`src/inc/fbp_pkg.sv`:
```
// Shared constants and carriers of the flash block-protection controller.
// Assumes a 40 MHz aclk and a x16 asynchronous NOR flash on the pins.
package fbp_pkg;
	localparam int FBP_AW = 24; // Word address width of the flash.
	// Register byte offsets.
	localparam logic [7:0] OFF_CTRL = 8'h00;
	localparam logic [7:0] OFF_ADDR = 8'h04;
	localparam logic [7:0] OFF_WDATA = 8'h08;
	localparam logic [7:0] OFF_STAT = 8'h0C;
	localparam logic [7:0] OFF_RDATA = 8'h10;
	localparam logic [7:0] OFF_WPIN = 8'h14;
	// Operation codes written to CTRL[3:0].
	localparam logic [3:0] OP_READ = 4'h0;
	localparam logic [3:0] OP_PROG = 4'h1;
	localparam logic [3:0] OP_ERASE = 4'h2;
	localparam logic [3:0] OP_VOL_ENTER = 4'h3;
	localparam logic [3:0] OP_VOL_SET = 4'h4;
	localparam logic [3:0] OP_VOL_CLR = 4'h5;
	localparam logic [3:0] OP_VOL_READ = 4'h6;
	localparam logic [3:0] OP_EXT_ENTER = 4'h7;
	localparam logic [3:0] OP_EXT_EXIT = 4'h8;
	localparam logic [3:0] OP_PROT_EXIT = 4'h9;
	// Status bit positions.
	localparam int ST_BUSY = 0;
	localparam int ST_REFUSED = 1;
	localparam int ST_VOL = 2;
	localparam int ST_EXT = 3;
	localparam int ST_VPB_PROT = 4;
	localparam int ST_OTP_OPEN = 5;
	localparam int ST_OTP_LOCKED = 6;
	localparam int ST_WP_LSB = 8;
	// Write-protect pin levels.
	localparam logic [1:0] WP_LOW = 2'h0;
	localparam logic [1:0] WP_HIGH = 2'h1;
	localparam logic [1:0] WP_ACCEL = 2'h2;
	// Flash command bytes and unlock addresses.
	localparam logic [15:0] CMD_UNL1 = 16'h00AA;
	localparam logic [15:0] CMD_UNL2 = 16'h0055;
	localparam logic [15:0] CMD_VOL = 16'h00E0;
	localparam logic [15:0] CMD_PGM = 16'h00A0;
	localparam logic [15:0] CMD_ERS = 16'h0080;
	localparam logic [15:0] CMD_BLK = 16'h0030;
	localparam logic [15:0] CMD_EXT = 16'h0088;
	localparam logic [15:0] CMD_EXIT = 16'h0090;
	localparam logic [15:0] CMD_ZERO = 16'h0000;
	localparam logic [15:0] CMD_ONE = 16'h0001;
	localparam logic [11:0] ADR_555 = 12'h555;
	localparam logic [11:0] ADR_2AA = 12'h2AA;
	localparam logic [FBP_AW-1:0] OTP_UPPER = 24'h000080;
	// Bus-cycle timing at 40 MHz; least times round up.
	localparam int CLK_KHZ = 40000;
	localparam int T_WE_NS = 35;
	localparam int T_ACC_NS = 70;
	localparam int T_REC_NS = 30;
	localparam int SYNC_CYC = 2;
	localparam int WE_CYC = (T_WE_NS * CLK_KHZ + 999999) / 1000000;
	localparam int ACC_CYC = (T_ACC_NS * CLK_KHZ + 999999) / 1000000;
	localparam int RD_CYC = ACC_CYC + SYNC_CYC;
	localparam int REC_CYC = (T_REC_NS * CLK_KHZ + 999999) / 1000000;
	typedef struct packed {
		logic [FBP_AW-1:0] addr;
		logic [15:0] data;
		logic wr;
	} fbp_bus_req_t;
endpackage : fbp_pkg

```
`src/logic/fbp_ctrl.sv`:
```
// AXI4-Lite controlled host that sends protection command sequences
// to a parallel NOR flash and drives its write-protect pin level.
// Assumes one aclk domain; flash pins are joined by the bench.
//
// The AXI4-Lite slave port and the address map are this design's own decisions.
`timescale 1ns/1ps
// Summary of operation
// - Volatile command set is entered by three unlock/E0h write cycles.
// - Volatile status is read at the block address; bit 0 low = guarded.
// - Extended mode is left by a four-write exit sequence.
// - Accelerate level enters unlock bypass; raise it only in read mode.
module fbp_ctrl
	import fbp_pkg::*;
(
	input wire logic aclk,
	input wire logic aresetn,
	input wire logic [7:0] s_axi_awaddr,
	input wire logic s_axi_awvalid,
	output logic s_axi_awready,
	input wire logic [31:0] s_axi_wdata,
	input wire logic [3:0] s_axi_wstrb,
	input wire logic s_axi_wvalid,
	output logic s_axi_wready,
	output logic [1:0] s_axi_bresp,
	output logic s_axi_bvalid,
	input wire logic s_axi_bready,
	input wire logic [7:0] s_axi_araddr,
	input wire logic s_axi_arvalid,
	output logic s_axi_arready,
	output logic [31:0] s_axi_rdata,
	output logic [1:0] s_axi_rresp,
	output logic s_axi_rvalid,
	input wire logic s_axi_rready,
	output logic [FBP_AW-1:0] flash_addr,
	input wire logic [15:0] flash_dq_in,
	output logic [15:0] flash_dq_out,
	output logic flash_dq_oe_n,
	output logic flash_ce_n,
	output logic flash_we_n,
	output logic flash_oe_n,
	output logic flash_rst_n,
	output logic [1:0] acceleration_voltage_level
);
	typedef enum logic [1:0] {S_IDLE, S_ISSUE, S_WAIT} fbp_st_t;
	fbp_st_t st_q;
	logic aw_got_q, w_got_q;
	logic [7:0] awaddr_q;
	logic [31:0] wdata_q, addr_reg_q, wdata_reg_q;
	logic [3:0] wstrb_q, op_q;
	logic [2:0] step_q;
	logic vol_mode_q, ext_mode_q, refused_q, vpb_prot_q;
	logic [15:0] rd_q;
	logic wr_fire, go, accept, refuse, cyc_done, cyc_ready, last;
	logic [15:0] cyc_rdata;
	logic [FBP_AW-1:0] ba;
	logic outer_blk;
	fbp_bus_req_t cyc_req;

	// Byte-lane merge for register writes.
	function automatic logic [31:0] merge(input logic [31:0] o,
		input logic [31:0] n, input logic [3:0] s);
		logic [31:0] r;
		r = o;
		for (int i = 0; i < 4; i++)
			if (s[i]) r[i*8 +: 8] = n[i*8 +: 8];
		return r;
	endfunction

	// Cycles in each sequence; extended program is the short form.
	function automatic logic [2:0] seq_len(input logic [3:0] op,
		input logic ext);
		unique case (op)
			OP_READ, OP_VOL_READ: return 3'd1;
			OP_PROG: return ext ? 3'd2 : 3'd4;
			OP_ERASE: return 3'd6;
			OP_VOL_ENTER, OP_EXT_ENTER: return 3'd3;
			OP_EXT_EXIT: return 3'd4;
			default: return 3'd2;
		endcase
	endfunction

	// Address and data of one cycle of a sequence.
	function automatic fbp_bus_req_t seq_cyc(input logic [3:0] op,
		input logic [2:0] k, input logic [FBP_AW-1:0] a,
		input logic [15:0] d, input logic ext);
		fbp_bus_req_t r;
		logic [FBP_AW-1:0] a555, a2aa;
		a555 = {{(FBP_AW-12){1'b0}}, ADR_555};
		a2aa = {{(FBP_AW-12){1'b0}}, ADR_2AA};
		r = '{addr: a555, data: CMD_UNL1, wr: 1'b1};
		if (k == 3'd1 || k == 3'd4) r = '{addr: a2aa, data: CMD_UNL2, wr: 1'b1};
		unique case (op)
			OP_READ, OP_VOL_READ: r = '{addr: a, data: 16'h0000, wr: 1'b0};
			OP_PROG:
				if (ext) r = (k == 3'd0) ? '{addr: a, data: CMD_PGM, wr: 1'b1}
					: '{addr: a, data: d, wr: 1'b1};
				else if (k == 3'd2) r.data = CMD_PGM;
				else if (k == 3'd3) r = '{addr: a, data: d, wr: 1'b1};
			OP_ERASE:
				if (k == 3'd2) r.data = CMD_ERS;
				else if (k == 3'd5) r = '{addr: a, data: CMD_BLK, wr: 1'b1};
			OP_VOL_ENTER:
				if (k == 3'd2) r = '{addr: {a[FBP_AW-1:12], ADR_555},
					data: CMD_VOL, wr: 1'b1};
			OP_VOL_SET, OP_VOL_CLR:
				r = (k == 3'd0) ? '{addr: a, data: CMD_PGM, wr: 1'b1}
					: '{addr: a, data: (op == OP_VOL_SET) ? CMD_ZERO : CMD_ONE,
					wr: 1'b1};
			OP_EXT_ENTER: if (k == 3'd2) r.data = CMD_EXT;
			OP_EXT_EXIT:
				if (k == 3'd2) r.data = CMD_EXIT;
				else if (k == 3'd3) r = '{addr: a, data: CMD_ZERO, wr: 1'b1};
			OP_PROT_EXIT:
				r = '{addr: a, data: (k == 3'd0) ? CMD_EXIT : CMD_ZERO, wr: 1'b1};
			default: r = '{addr: a, data: 16'h0000, wr: 1'b0};
		endcase
		return r;
	endfunction

	// AXI write channel: address and data taken in either order.
	assign s_axi_awready = !aw_got_q && !s_axi_bvalid;
	assign s_axi_wready = !w_got_q && !s_axi_bvalid;
	assign wr_fire = aw_got_q && w_got_q && !s_axi_bvalid;
	always_ff @(posedge aclk) begin
		if (!aresetn) begin
			aw_got_q <= 1'b0;
			w_got_q <= 1'b0;
			awaddr_q <= 8'h00;
			wdata_q <= 32'h0;
			wstrb_q <= 4'h0;
			s_axi_bvalid <= 1'b0;
			s_axi_bresp <= 2'h0;
		end else begin
			if (s_axi_awvalid && s_axi_awready) begin
				aw_got_q <= 1'b1;
				awaddr_q <= s_axi_awaddr;
			end
			if (s_axi_wvalid && s_axi_wready) begin
				w_got_q <= 1'b1;
				wdata_q <= s_axi_wdata;
				wstrb_q <= s_axi_wstrb;
			end
			if (wr_fire) begin
				aw_got_q <= 1'b0;
				w_got_q <= 1'b0;
				s_axi_bvalid <= 1'b1;
				s_axi_bresp <= (awaddr_q > OFF_WPIN || awaddr_q[1:0] != 2'h0)
					? 2'h2 : 2'h0;
			end else if (s_axi_bready) begin
				s_axi_bvalid <= 1'b0;
			end
		end
	end

	// AXI read channel: one-cycle answer, unmapped gives SLVERR.
	assign s_axi_arready = !s_axi_rvalid;
	always_ff @(posedge aclk) begin
		if (!aresetn) begin
			s_axi_rvalid <= 1'b0;
			s_axi_rdata <= 32'h0;
			s_axi_rresp <= 2'h0;
		end else if (s_axi_arvalid && s_axi_arready) begin
			s_axi_rvalid <= 1'b1;
			s_axi_rresp <= 2'h0;
			unique case (s_axi_araddr)
				OFF_CTRL: s_axi_rdata <= {28'h0, op_q};
				OFF_ADDR: s_axi_rdata <= addr_reg_q;
				OFF_WDATA: s_axi_rdata <= wdata_reg_q;
				OFF_STAT: s_axi_rdata <= {22'h0, acceleration_voltage_level,
					1'b0, rd_q[7] && rd_q[6], rd_q[7] && !rd_q[6],
					vpb_prot_q, ext_mode_q, vol_mode_q, refused_q,
					st_q != S_IDLE};
				OFF_RDATA: s_axi_rdata <= {16'h0, rd_q};
				OFF_WPIN: s_axi_rdata <= {30'h0, acceleration_voltage_level};
				default: begin
					s_axi_rdata <= 32'h0;
					s_axi_rresp <= 2'h2;
				end
			endcase
		end else if (s_axi_rready) begin
			s_axi_rvalid <= 1'b0;
		end
	end

	// A CTRL write starts an operation; the host refuses unsafe orders.
	assign go = wr_fire && awaddr_q == OFF_CTRL && wstrb_q[0];
	assign ba = addr_reg_q[FBP_AW-1:0];
	assign outer_blk = &ba[FBP_AW-1:16] || ~|ba[FBP_AW-1:16];
	always_comb begin
		refuse = st_q != S_IDLE;
		unique case (wdata_q[3:0])
			OP_VOL_SET, OP_VOL_CLR, OP_VOL_READ:
				refuse = refuse || !vol_mode_q;
			OP_ERASE:
				refuse = refuse || vol_mode_q || ext_mode_q
					|| (acceleration_voltage_level == WP_LOW && outer_blk);
			OP_PROG:
				refuse = refuse || vol_mode_q || (ext_mode_q
					? ba < OTP_UPPER
					: acceleration_voltage_level == WP_LOW && outer_blk);
			OP_READ, OP_VOL_ENTER, OP_EXT_ENTER: refuse = refuse || vol_mode_q;
			OP_EXT_EXIT: refuse = refuse || !ext_mode_q;
			OP_PROT_EXIT: refuse = refuse;
			default: refuse = 1'b1;
		endcase
	end
	assign accept = go && !refuse;

	// Software registers and the pin level; acceleration only from read.
	always_ff @(posedge aclk) begin
		if (!aresetn) begin
			addr_reg_q <= 32'h0;
			wdata_reg_q <= 32'h0;
			op_q <= OP_READ;
			acceleration_voltage_level <= WP_HIGH;
			refused_q <= 1'b0;
		end else begin
			if (wr_fire && awaddr_q == OFF_ADDR)
				addr_reg_q <= merge(addr_reg_q, wdata_q, wstrb_q);
			if (wr_fire && awaddr_q == OFF_WDATA)
				wdata_reg_q <= merge(wdata_reg_q, wdata_q, wstrb_q);
			if (accept) op_q <= wdata_q[3:0];
			if (go) refused_q <= refuse;
			if (wr_fire && awaddr_q == OFF_WPIN && wstrb_q[0]) begin
				if (wdata_q[1:0] == WP_LOW || wdata_q[1:0] == WP_HIGH)
					acceleration_voltage_level <= wdata_q[1:0];
				else if (wdata_q[1:0] == WP_ACCEL && st_q == S_IDLE
					&& !vol_mode_q && !ext_mode_q)
					acceleration_voltage_level <= WP_ACCEL;
				else
					refused_q <= 1'b1;
			end
		end
	end

	// Sequencer: one bus cycle at a time through the cycle engine.
	assign last = step_q == seq_len(op_q, ext_mode_q) - 3'd1;
	assign cyc_req = seq_cyc(op_q, step_q, ba, wdata_reg_q[15:0], ext_mode_q);
	always_ff @(posedge aclk) begin
		if (!aresetn) begin
			st_q <= S_IDLE;
			step_q <= 3'd0;
		end else begin
			unique case (st_q)
				S_IDLE: if (accept) begin
					st_q <= S_ISSUE;
					step_q <= 3'd0;
				end
				S_ISSUE: if (cyc_ready) st_q <= S_WAIT;
				S_WAIT: if (cyc_done) begin
					st_q <= last ? S_IDLE : S_ISSUE;
					step_q <= last ? 3'd0 : step_q + 3'd1;
				end
			endcase
		end
	end

	// Mode tracking: each exit sequence clears only its own mode flag; reset returns both to read mode.
	always_ff @(posedge aclk) begin
		if (!aresetn) begin
			vol_mode_q <= 1'b0;
			ext_mode_q <= 1'b0;
			vpb_prot_q <= 1'b0;
			rd_q <= 16'h0000;
			flash_rst_n <= 1'b0;
		end else begin
			flash_rst_n <= 1'b1;
			if (st_q == S_WAIT && cyc_done && last) begin
				if (op_q == OP_VOL_ENTER) vol_mode_q <= 1'b1;
				if (op_q == OP_PROT_EXIT) vol_mode_q <= 1'b0;
				if (op_q == OP_EXT_ENTER) ext_mode_q <= 1'b1;
				if (op_q == OP_EXT_EXIT) ext_mode_q <= 1'b0;
				if (op_q == OP_VOL_READ) vpb_prot_q <= !cyc_rdata[0];
				if (op_q == OP_READ || op_q == OP_VOL_READ) rd_q <= cyc_rdata;
			end
		end
	end

	fbp_cycle u_cyc (
		.aclk(aclk),
		.aresetn(aresetn),
		.req_valid(st_q == S_ISSUE),
		.req(cyc_req),
		.req_ready(cyc_ready),
		.done(cyc_done),
		.rdata(cyc_rdata),
		.flash_addr(flash_addr),
		.dq_in(flash_dq_in),
		.dq_out(flash_dq_out),
		.dq_oe_n(flash_dq_oe_n),
		.ce_n(flash_ce_n),
		.we_n(flash_we_n),
		.oe_n(flash_oe_n)
	);

	a_vol_gate: assert property (@(posedge aclk) disable iff (!aresetn)
		go && !vol_mode_q && wdata_q[3:0] == OP_VOL_SET |=> refused_q
		&& (st_q == S_IDLE || $past(st_q) != S_IDLE))
		else $error("volatile op outside set taken");
	a_ext_erase: assert property (@(posedge aclk) disable iff (!aresetn)
		st_q != S_IDLE && ext_mode_q |-> op_q != OP_ERASE)
		else $error("erase running in extended mode");
	a_accel_read: assert property (@(posedge aclk) disable iff (!aresetn)
		$rose(acceleration_voltage_level == WP_ACCEL) |-> $past(st_q) ==
		S_IDLE && !ext_mode_q && !vol_mode_q) else $error("bad accel entry");
	a_wp_outer: assert property (@(posedge aclk) disable iff (!aresetn)
		st_q != S_IDLE && op_q == OP_ERASE |-> !(outer_blk &&
		acceleration_voltage_level == WP_LOW)) else $error("outer erase");
	a_otp_lower: assert property (@(posedge aclk) disable iff (!aresetn)
		st_q != S_IDLE && op_q == OP_PROG && ext_mode_q |-> ba >= OTP_UPPER)
		else $error("program to factory half");
	a_vol_enter: assert property (@(posedge aclk) disable iff (!aresetn)
		st_q == S_WAIT && cyc_done && last && op_q == OP_VOL_ENTER
		|=> vol_mode_q && st_q == S_IDLE) else $error("volatile entry lost");
	a_exit_prot: assert property (@(posedge aclk) disable iff (!aresetn)
		$fell(vol_mode_q) |-> $past(op_q) == OP_PROT_EXIT)
		else $error("volatile set left without exit");
	a_reset_read: assert property (@(posedge aclk)
		!aresetn |=> !ext_mode_q && !vol_mode_q) else $error("reset mode");
	a_vol_ack: assert property (@(posedge aclk) disable iff (!aresetn)
		accept && wdata_q[3:0] == OP_VOL_SET |=> st_q == S_ISSUE ##1
		!flash_ce_n [*2]) else $error("volatile set not issued");
	c_vol_set: cover property (@(posedge aclk) disable iff (!aresetn)
		st_q == S_WAIT && cyc_done && last && op_q == OP_VOL_SET);
	c_ext_exit: cover property (@(posedge aclk) disable iff (!aresetn)
		$fell(ext_mode_q));
	c_refused: cover property (@(posedge aclk) disable iff (!aresetn)
		go && refuse);
endmodule : fbp_ctrl

```
`src/logic/fbp_cycle.sv`:
```
// One asynchronous flash bus cycle: address setup, strobe, recovery.
// Assumes dq_in comes straight from the pin, so it is synchronised here.
`timescale 1ns/1ps
module fbp_cycle
	import fbp_pkg::*;
(
	input wire logic aclk,
	input wire logic aresetn,
	input wire logic req_valid,
	input fbp_bus_req_t req,
	output logic req_ready,
	output logic done,
	output logic [15:0] rdata,
	output logic [FBP_AW-1:0] flash_addr,
	input wire logic [15:0] dq_in,
	output logic [15:0] dq_out,
	output logic dq_oe_n,
	output logic ce_n,
	output logic we_n,
	output logic oe_n
);
	typedef enum logic [1:0] {E_IDLE, E_SETUP, E_STROBE, E_HOLD} fbp_cyc_st_t;
	fbp_cyc_st_t st_q, st_d;
	fbp_bus_req_t req_q;
	logic [3:0] cnt_q;
	logic [15:0] dq_meta_q, dq_sync_q;
	logic wr_now;

	// Two-stage synchroniser on the data pins.
	always_ff @(posedge aclk) begin
		dq_meta_q <= dq_in;
		dq_sync_q <= dq_meta_q;
	end

	// Next state; the strobe lasts long enough to cover access plus sync.
	always_comb begin
		st_d = st_q;
		unique case (st_q)
			E_IDLE: if (req_valid) st_d = E_SETUP;
			E_SETUP: st_d = E_STROBE;
			E_STROBE: if (cnt_q == 4'h0) st_d = E_HOLD;
			E_HOLD: if (cnt_q == 4'h0) st_d = E_IDLE;
		endcase
	end
	assign req_ready = (st_q == E_IDLE);
	assign wr_now = (st_q == E_IDLE) ? req.wr : req_q.wr;

	// Sequence state and phase counter.
	always_ff @(posedge aclk) begin
		if (!aresetn) begin
			st_q <= E_IDLE;
			cnt_q <= 4'h0;
			req_q <= '0;
		end else begin
			st_q <= st_d;
			if (st_q == E_IDLE && req_valid)
				req_q <= req;
			if (st_q == E_SETUP)
				cnt_q <= req_q.wr ? 4'(WE_CYC - 1) : 4'(RD_CYC - 1);
			else if (st_q == E_STROBE && cnt_q == 4'h0)
				cnt_q <= 4'(REC_CYC - 1);
			else if (cnt_q != 4'h0)
				cnt_q <= cnt_q - 4'h1;
		end
	end

	// Pins come from flops; data is driven only during a write cycle.
	always_ff @(posedge aclk) begin
		if (!aresetn) begin
			ce_n <= 1'b1;
			we_n <= 1'b1;
			oe_n <= 1'b1;
			dq_oe_n <= 1'b1;
			flash_addr <= '0;
			dq_out <= 16'h0000;
		end else begin
			ce_n <= (st_d == E_IDLE);
			we_n <= !(st_d == E_STROBE && wr_now);
			oe_n <= !(st_d == E_STROBE && !wr_now);
			dq_oe_n <= !(st_d != E_IDLE && wr_now);
			if (st_q == E_IDLE && req_valid) begin
				flash_addr <= req.addr;
				dq_out <= req.data;
			end
		end
	end

	// Read data is taken at the last strobe cycle, done marks the end.
	always_ff @(posedge aclk) begin
		if (!aresetn) begin
			rdata <= 16'h0000;
			done <= 1'b0;
		end else begin
			done <= (st_q == E_HOLD && cnt_q == 4'h0);
			if (st_q == E_STROBE && cnt_q == 4'h0 && !req_q.wr)
				rdata <= dq_sync_q;
		end
	end

	a_strobe_excl: assert property (@(posedge aclk) disable iff (!aresetn)
		!(!we_n && !oe_n)) else $error("write and read strobes overlap");
	a_we_width: assert property (@(posedge aclk) disable iff (!aresetn)
		$fell(we_n) |-> !we_n [*2] ##1 we_n)
		else $error("write strobe width wrong");
	a_drive_on_we: assert property (@(posedge aclk) disable iff (!aresetn)
		!we_n |-> !dq_oe_n && !ce_n) else $error("write without data drive");
endmodule : fbp_cycle

```
`config.mk`:
```
export PLATFORM = sky130hd
export DESIGN_NAME = fbp_ctrl
export DESIGN_NICKNAME = d
export VERILOG_FILES = /design/src/inc/fbp_pkg.sv /design/src/logic/fbp_ctrl.sv /design/src/logic/fbp_cycle.sv
export SDC_FILE = /design/constraint.sdc
export NUM_CORES = 1
export LEC_CHECK = 0
export BUFFER_PORTS_ARGS = -buffer_cell sky130_fd_sc_hd__buf_2
export CORE_MARGIN = 3
export CORE_UTILIZATION = 40
export DETAILED_ROUTE_END_ITERATION = 16
export HOLD_SLACK_MARGIN = 0.15
export PLACE_DENSITY = 0.7
export REMOVE_ABC_BUFFERS = 1
export SLEW_MARGIN = 20
export SYNTH_ARGS = -nofsm -noshare
export SYNTH_HDL_FRONTEND = slang
export SYNTH_SLANG_ARGS = --single-unit
```
`constraint.sdc`:
```
create_clock -name aclk -period 5.9 [get_ports aclk]
set_input_delay 0.885 -clock aclk [delete_from_list [all_inputs] [get_ports aclk]]
set_output_delay 0.885 -clock aclk [all_outputs]
set_load 0.02 [all_outputs]
```
Yosys cells after proc, flatten, opt, wreduce, memory -nomap -nowiden
Cells that the tools add are included.
{"block": "totals", "register_bits": 280, "inputBits": 75, "out_inout_bits": 88, "word_cells": 254}
{"block": "op_classes", "add_sub_neg": 3, "order_cmp": 2, "eq_ne": 43, "muxes": 63, "bitwise_logic": 1, "n_reduce_logical": 101}
{"cell": "41-bit two-way mux", "count": 5}
{"cell": "32-bit one-hot mux with 6 select lines", "count": 1}
{"cell": "24-bit one-hot mux with 6 select lines", "count": 1}
{"cell": "16-bit one-hot mux with 7 select lines", "count": 1}
{"cell": "24-bit two-way mux", "count": 3}
{"cell": "16-bit two-way mux", "count": 4}
{"cell": "4-bit by 3-bit equality test with 1-bit output, second input constant", "count": 8}
{"cell": "1-bit logical AND", "count": 29}
{"cell": "28-bit two-way mux", "count": 1}
{"cell": "2-bit AND reduction", "count": 13}
{"cell": "8-bit by 4-bit equality test with 1-bit output, second input constant", "count": 3}
{"cell": "8-bit by 5-bit equality test with 1-bit output, second input constant", "count": 3}
{"cell": "24-bit by 8-bit less-than comparator with 1-bit output, second input constant", "count": 1}
{"cell": "1-bit two-way mux", "count": 20}
{"cell": "2-bit two-way mux", "count": 10}
{"cell": "2-bit nonzero test", "count": 9}
{"cell": "17-bit two-way mux", "count": 1}
{"cell": "4-bit by 2-bit equality test with 1-bit output, second input constant", "count": 4}
{"cell": "4-bit equality test, second input constant", "count": 4}
{"cell": "8-bit by 3-bit equality test with 1-bit output, second input constant", "count": 2}
{"cell": "8-bit logical NOT", "count": 2}
{"cell": "1-bit logical NOT", "count": 15}
{"cell": "3-bit two-way mux", "count": 5}
{"cell": "3-bit one-hot mux with 5 select lines", "count": 1}
{"cell": "34 further kinds", "count": 67}

Depth between registers and ports, before layout
Gate-level depths: netlist of run 1.
{"block": "depth", "depth_word": 11, "depth_mapped": 11, "ltp_nobuf": 9}

Cells and area by module
A second synthesis of run 1 with hierarchy kept.
{"block": "hier_totals", "hier_cells": 1378, "area_unflattened_um2": 11659.9}
{"module": "fbp_ctrl", "n_inst": 1, "cells_per_inst": 1044, "area_each_um2": 8375.5, "seq_area_each_um2": 3563.4}
{"module": "fbp_cycle", "n_inst": 1, "cells_per_inst": 334, "area_each_um2": 3284.4, "seq_area_each_um2": 2001.9}

Worst setup path after synthesis of run 1
Ideal clock, no wire load.
{"block": "synth_path", "path_kind": "register to register", "startpoint": "register op_q[2]", "endpoint": "register rd_q[10]", "setup_ps": 128, "arrival_ps": 2708, "t_required_ps": 5772, "setup_slack_ps": 3064, "path_stages_with_launch": 12, "n_path_buf": 2, "synth_period_minus_slack_ps": 2836, "path_cell_list": "dfxtp_1 -> clkbuf_1 -> nor2b_1 -> a21oi_1 -> o2bb2ai_1 -> ha_1 -> xnor2_1 -> or3_1 -> nor3_4 -> buf_4 -> mux2i_1 -> nor2_1"}
{"block": "synth_between", "elab_chain_len": 7, "elab_cells_between_ends": 15, "cone_classes": "add/sub: 1; eq/ne: 7; mux: 1; reduce/logical: 6"}
{"item": "start, declared", "line": "fbp_ctrl.sv:49", "rtl": "logic [3:0] wstrb_q, op_q;"}
{"item": "start signal, assigned", "line": "fbp_ctrl.sv:222", "rtl": "if (accept) op_q <= wdata_q[3:0];"}
{"item": "4-bit by 2-bit equality test with 1-bit output, or another cell as far along", "line": "fbp_ctrl.sv:72", "rtl": "unique case (op)"}
{"item": "2-bit OR reduction", "line": "fbp_ctrl.sv:72"}
{"item": "3-bit one-hot mux with 5 select lines", "line": "fbp_ctrl.sv:72"}
{"item": "3-bit by 1-bit subtractor with 3-bit output", "line": "fbp_ctrl.sv:237", "rtl": "assign last = step_q == seq_len(op_q, ext_mode_q) - 3'd1;"}
{"item": "3-bit equality test", "line": "fbp_ctrl.sv:237"}
{"item": "1-bit logical AND", "line": "fbp_ctrl.sv:268", "rtl": "if (st_q == S_WAIT && cyc_done && last) begin"}
{"item": "2-bit AND reduction (no line) *"}
{"item": "end signal, assigned", "line": "fbp_ctrl.sv:274", "rtl": "if (op_q == OP_READ || op_q == OP_VOL_READ) rd_q <= cyc_rdata;"}
{"item": "end, declared", "line": "fbp_ctrl.sv:52", "rtl": "logic [15:0] rd_q;"}
Every way passes the cells marked *; elsewhere a longest branch is shown, timed or not.
A chain may end at the register's enable or synchronous reset.

Worst setup path in the final report of run 1
{"block": "layout_path", "startpoint": "register op_q[3]", "endpoint": "register rd_q[4]"}
The elaborated chain is that of the path after synthesis.

==> summary.txt, run 1 <==
GRT
  • Vias in the first global route: ~9100
  • First-pass GRT wire length: about 51000 µm
  • GRT overflow: 0
  • Pin count of the biggest net entering global routing: approximately 140
  • Antenna violations before repair: 1
  • All-layer global routing usage: 0.2101

Logic synthesis
  • Cells after Synth: roughly 1300
  • Ys flop type: dfxtp_1
  • FFs w/ async S/R, synth: 0
  • Syn. warnings: 0
  • Synth unique cells: 76
  • Syn avg cell area: a little under 9 µm²
  • Seq/Total Area, Yosys: 0.5003
  • FF+latch count, synth: about 280
  • Post-synthesis instance area: 11120 µm²
  • Number of flops mapped to enable cells by yosys: 0

Floorplan
  • Die H: roughly 170 µm
  • Die Wd: roughly 170 µm
  • Die Footprint: 29840 µm²
  • # IOs: between 150 and 200
  • Core region area: approximately 27000 µm²
  • Initial Util: 0.4093
  • Row count: 60

Critical path
  • Critical path launch point type: flop
  • Critical path class: flop to flop
  • Worst EP required: between 6 and 7 ns
  • Worst Setup End Kind: flop
  • CP arrival: ~3.8 ns
  • Largest fanout on the critical path: 24

STA
  • Final setup violation count: 0
  • RSZ-0062 raised after global routing: false
  • Worst Tran Pin Value: about 1.0 ns
  • Tcrit/Tclk final: 0.5689
  • Hold WS: approximately 0.32 ns
  • Tmin final: around 3.4 ns
  • Clk_skew: between 0.01 and 0.015 ns
  • Total negative slack: 0 ns
  • Final hold vios: 0
  • Max_slew headroom: 0.3270
  • Fmax: between 200 and 300 MHz
  • Final Max Tran Viols: 0

Run status
  • Status: finished clean

Layout
  • Finished layout cell area: 13030 µm²
  • Nets: roughly 1500
  • P&R area growth vs syn: 17.10%
  • Layout cell share with drive strength beyond 1: 0.1700
  • Total inserted antenna cells: 0

Min path
  • Worst min path class: flop to flop

Clocking
  • # Post-CTS Setup Buffers: 0
  • Post-cts repair resize count: 0
  • Hold-fix buffers at CTS: 0
  • Clk buf depth: 3
  • Max H-tree Level: 1
  • Root Buffer: clkbuf_16
  • Clk sink count: between 200 and 300
  • CTS tree: built
  • Clock transition at the registers of the reported paths: 0.06 ns
  • Clock latency on the worst-skew pair: 0.54 ns
  • Num CTS Buffers: 29

Job
  • Max-cap violations: 0

Route
  • Vias/cell: roughly 5.5
  • Met3 routed WL: between 2000 and 2500 µm
  • Routed wire per std cell: roughly 18 µm
  • Overall routed net length: approximately 33000 µm
  • Antenna viol nets, final: 0
  • DR vias: 9814
  • Number of detailed-route iterations in the first pass: 6
  • Detailed-route DRC error count: 0
  • Post-Route M1 WL: about 14000 µm
  • Highest metal used: met5
  • Wire length on met2: between 10000 and 15000 µm
  • DR iter-0 viols: approximately 1000

Power and ir drop
  • Leakage power: between 0.004 and 0.005 µW
  • Worst IR Drop VDD: around 180 µV
  • Cell Pwr Density: approximately 300 nW/µm²

Placed design
  • Post-DP Area: 12140 µm²
  • Placer Congestion: ~0.87
  • HPWL after DPL: between 20000 and 25000 µm
  • Number of port buffers: 160
-- path summary, 6_finish.rpt --
check | startpoint | to | slack (ns) | depth (start not counted)
max reg2reg | op_q[3]$_SDFFE_PN0P_ | rd_q[4]$_SDFFE_PN0P_ | 2.54 | 10
min | u_cyc.dq_meta_q[6]$_DFF_P_ | u_cyc.dq_sync_q[6]$_DFF_P_ | 0.32 | 0
max | op_q[3]$_SDFFE_PN0P_ | rd_q[4]$_SDFFE_PN0P_ | 2.54 | 10
min reg2reg | u_cyc.dq_meta_q[6]$_DFF_P_ | u_cyc.dq_sync_q[6]$_DFF_P_ | 0.32 | 0
-- layout by cell type, fill, tap and decap left out, types with 10 or more instances in the layout --
cell | synthesis | final
nor2_1 | 95 | 95
nand2b_1 | 14 | 14
clkbuf_1 | 77 | 10
buf_2 | 12 | 160
a2bb2oi_1 | 17 | 17
nor2b_1 | 11 | 11
nand2_1 | 249 | 249
nand3_1 | 51 | 51
a22o_1 | 25 | 25
inv_1 | 13 | 12
o21ai_0 | 28 | 28
o21ai_1 | 19 | 19
nor3_1 | 20 | 18
a21oi_1 | 135 | 135
buf_4 | 3 | 12
mux2i_1 | 39 | 39
a22oi_1 | 28 | 28
clkbuf_16 | 0 | 29
dfxtp_1 | 278 | 278
-- Yosys cell counts (all sizes together) (6+ instances only) --
| cell | count | share of area |
|---|---|---|
| a21oi | 135 | 0.061 |
| a222oi | 8 | 0.0072 |
| a22o | 25 | 0.020 |
| a22oi | 29 | 0.020 |
| a2bb2oi | 17 | 0.013 |
| and2 | 8 | 0.0045 |
| and3 | 6 | 0.0034 |
| buf | 17 | 0.0081 |
| clkbuf | 78 | 0.026 |
| dfxtp | 278 | 0.50 |
| ha | 7 | 0.0079 |
| inv | 13 | 0.0044 |
| mux2i | 39 | 0.035 |
| nand2 | 249 | 0.084 |
| nand2b | 14 | 0.0079 |
| nand3 | 51 | 0.023 |
| nand4 | 6 | 0.0039 |
| nor2 | 95 | 0.032 |
| nor2b | 11 | 0.0062 |
| nor3 | 22 | 0.011 |
| nor4 | 7 | 0.0053 |
| nor4b | 7 | 0.0061 |
| o211ai | 9 | 0.0061 |
| o21ai | 47 | 0.021 |
| o221a | 8 | 0.0081 |
| o22ai | 9 | 0.0051 |
| or3 | 6 | 0.0034 |
| xnor2 | 6 | 0.0047 |
-- layer usage --
layer / track usage / up-vias
met3: 0.03975 / 73
met4: 0.08209 / 2
met1: 0.2911 / 4596
met5: 0 / -
li1: - / 4761
met2: 0.3256 / 382
-- cells by family (layout without fill, tap and decap cells) --
kind of cell,count (synthesis),after routing,share of synthesized area
compound gates,334,334,0.1980
xor+xnor,8,8,0.006299
fa+ha+maj,7,7,0.007874
other cells,1,2,0.0003371
flops,278,278,0.5003
simple gates,505,505,0.2081
buf+inv,108,236,0.03892
mux,42,42,0.04016
-- state kept, by name, indices dropped and copies added (netlist names), 2 cells and up --
name,flops
addr_reg_q,32
u_cyc.rdata,16
wdata_reg_q,32
wdata_q,32
wstrb_q,4
awaddr_q,8
u_cyc.st_q,2
st_q,2
u_cyc.cnt_q,4
u_cyc.dq_out,16
u_cyc.dq_sync_q,16
u_cyc.flash_addr,24
s_axi_rdata,32
step_q,3
u_cyc.dq_meta_q,16
op_q,4
rd_q,16
acceleration_voltage_level,2
-- report_power, final --
| part | leakage (µW) | internal, µW | total, µW | switching [µW] |
|---|---|---|---|---|
| sequential | 0.00226 | 1930 | 1970 | 43.4 |
| clock | 0.000418 | 963 | 1670 | 710 |
| combinational | 0.00220 | 89.2 | 236 | 147 |
-- critical path, stage by stage, from the launching register on --
cell and delay (ns):
dfxtp_1 0.85, nor2b_1 0.25, a21oi_1 0.20, o2bb2ai_1 0.09, ha_1 0.31, xnor2_1 0.13
or3_1 0.40, nor3_4 0.49, buf_8 0.25, mux2i_1 0.20, nor2_1 0.05
-- cell type report --
type                       instances  area (µm²)
fill                            2661       14150
sequential                       278        5565
multi-input combinational        898        5151
timing repair buffer             174       925.9
clock buffer                      44       832.0
tap                              372       465.4
inverter                          13       51.30
clock inverter                     5       33.78
-- per-stage QoR --
step	std cells	setup WS, ns	util	total power (µW)
after floorplan	1189	0.8368	-	2148
after global placement	1734	2.476	0.4466	2236
after detailed placement	1734	2.418	0.4466	2245
after CTS	1783	2.401	0.4785	3905
after global routing	1784	2.326	0.4793	4027
final	1784	2.544	0.4793	3877
(Power assumes the default switching activity.)
==> run 2: changes to the inputs <==
- PLACE_DENSITY: 0.7 -> 0.73
- clock period: 5.9 -> 2.8 ns (I/O delays scaled with it)
==> summary.txt, run 2 (same netlist as run 1, synthesis figures left out) <==
Run status
  • Status: finished clean

Floorplan
  • Initial Util: 0.4093
  • Die H: 172.8 µm
  • # IOs: about 160
  • Die Wd: approximately 170 µm
  • Core region area: between 20000 and 30000 µm²
  • Die Footprint: between 20000 and 30000 µm²
  • Row count: 60

Clocking
  • Clock transition at the registers of the reported paths: about 0.060 ns
  • Root Buffer: clkbuf_16
  • Clk buf depth: 3
  • # Post-CTS Setup Buffers: 0
  • CTS tree: built
  • Num CTS Buffers: 29
  • Post-cts repair resize count: 0
  • Clock latency on the worst-skew pair: roughly 0.56 ns
  • Clk sink count: roughly 280
  • Max H-tree Level: 1

STA
  • Worst Tran Pin Value: 0.9898 ns
  • Max_slew headroom: 0.3401
  • Final setup violation count: 0
  • Tmin final: approximately 2.5 ns
  • Hold WS: 0.1707 ns
  • RSZ-0062 raised after global routing: false
  • Final hold vios: 0
  • Tcrit/Tclk final: 0.9084
  • Clk_skew: 0.02425 ns
  • Final Max Tran Viols: 0
  • Final WS setup: roughly 0.26 ns
  • Fmax: ~400 MHz

Layout
  • Most common cell after layout, fill and taps aside: dfxtp_1
  • Finished Core Util: 0.5201
  • Commonest non-fill, non-tap cells in the layout: dfxtp_1 (278), nand2_1 (249), buf_2 (160), a21oi_1 (135), nor2_1 (95)
  • Non-filler cells, final: 1886
  • Layout cell share with drive strength beyond 1: 0.1872
  • Nets: ~1600
  • P&R area growth vs syn: 27.08%

Critical path
  • Largest fanout on the critical path: 16
  • Worst r2r src: op_q[1]$_SDFFE_PN0P_
  • Crit path to: rd_q[8]$_SDFFE_PN0P_
  • Buffers and inverters on the worst path: 1
  • R2R cell count: 9
  • Critical path class: flop to flop
  • Crit path from: op_q[1]$_SDFFE_PN0P_
  • Worst EP required: 3.21 ns
  • Critical path launch point type: flop
  • Largest delay share family, worst path: simple AND/OR/NAND/NOR gates
  • FF-to-FF End: rd_q[8]$_SDFFE_PN0P_
  • CP arrival: just under 3 ns
  • Worst Setup End Kind: flop
  • Reg2Reg Setup Slack: 0.26 ns
  • Most frequent CP cell: or3_1
  • CP max stage delay: roughly 0.40 ns
  • Stages on the worst setup path: 9
  • Crit path cell chain: or3_1 -> a21o_1 -> ha_1 -> xnor2_1 -> or3_1 -> nor3_4 -> buf_12 -> mux2i_1 -> nor2_1
  • CP max-delay cell: or3_1

Placed design
  • Placer Congestion: 0.8965
  • Placed Instances: between 1500 and 2000
  • HPWL after DPL: about 24000 µm
  • Worst slack, placed: ~0.29 ns
  • Number of port buffers: 160

Route
  • Detailed-route DRC error count: 0
  • DR vias: around 10000
  • Vias/cell: ~5.4
  • Routed wire per std cell: between 15 and 20 µm
  • DR iter-0 viols: a little under 1000
  • Antenna viol nets, final: 0
  • Overall routed net length: 34500 µm
  • Number of detailed-route iterations in the first pass: 6

GRT
  • Antenna violations before repair: 2
  • GRT overflow: 0
  • M1 GR Usage: 0.3018
  • GRT Max-Usage Layer: met2
  • All-layer global routing usage: 0.2217
  • Met2 Use GR: 0.3438
  • First-pass GRT wire length: roughly 54000 µm
  • Pin count of the biggest net entering global routing: 148
  • Grt met3 use: 0.04238
  • Vias in the first global route: between 9000 and 10000

Power and ir drop
  • P_int: slightly above 7000 µW
  • Final Power: approximately 9000 µW
  • Leakage power: about 0.0054 µW
  • Sequential share of power: 0.459
  • Cell Pwr Density: ~640 nW/µm²
  • Switching power: 1998 µW
  • Share of total power in combinational logic: 0.065
  • Worst IR Drop VDD: 424.7 µV
  • Sw Share: 0.2210
  • Clock power frac: 0.477

Min path
  • Worst min path class: primary input to flop
  • Beginning of the worst hold path: s_axi_wstrb[0]

Job
  • Max-cap violations: 0
-- run 2: metrics by stage --
step	cell area [µm²]	TNS (ns)
2_1_floorplan	10740	-154.64
3_3_place_gp	12430	0
3_5_place_dp	12430	0
4_1_cts	14130	0
5_1_grt	14130	0
6_report	14130	0
-- run 2: what timing repair did --
item                                   CTS  global route
endpoints found under the hold margin   61             0
setup endpoints to repair                0             0
hold buffers                            61             0
-- run 2: worst min path at each step --
stage / endpoint / slack, ns / cells past startpoint
finish: wstrb_q[0]$_SDFFE_PN0P_ / 0.17 / 3
global route: wstrb_q[0]$_SDFFE_PN0P_ / 0.17 / 3
CTS: s_axi_rvalid$_SDFFE_PN0P_ / 0.15 / 3
detailed placement: u_cyc.dq_sync_q[0]$_DFF_P_ / 0.31 / 0
global placement: u_cyc.dq_sync_q[0]$_DFF_P_ / 0.31 / 0
floorplan: u_cyc.dq_sync_q[0]$_DFF_P_ / 0.31 / 0
-- run 2: layer usage --
metal  wire [µm]  up-vias  part of all wire
met5           0        -                 0
met4        1444        0             0.042
met3        2851       93             0.083
met2       14990      435              0.43
met1       15210     4779              0.44
li1            -     4952                 -
-- run 2: cell type report --
| type | instances | area [µm²] |
|---|---|---|
| antenna | 2 | 5.005 |
| clock buffer | 40 | 837.1 |
| clock inverter | 14 | 256.5 |
| fill | 2540 | 13040 |
| inverter | 13 | 51.30 |
| multi-input combinational | 898 | 5145 |
| sequential | 278 | 5565 |
| tap | 372 | 465.4 |
| timing repair buffer | 269 | 1809 |
-- run 2: worst reg2reg max path, cell delays in order, from the launching register on --
cell and delay (ns):
dfxtp_1 0.36, or3_1 0.35, a21o_1 0.21, ha_1 0.31
xnor2_1 0.13, or3_1 0.40, nor3_4 0.17, buf_12 0.19
mux2i_1 0.21, nor2_1 0.06
-- run 2: power groups by stage --
stage,clock [µW],combinational (µW),sequential (µW)
final,4310,584,4150
after global routing,4540,644,4160
after detailed placement,0,511,4230
after CTS,4370,579,4150
after floorplan,0,313,4210
after global placement,0,501,4230
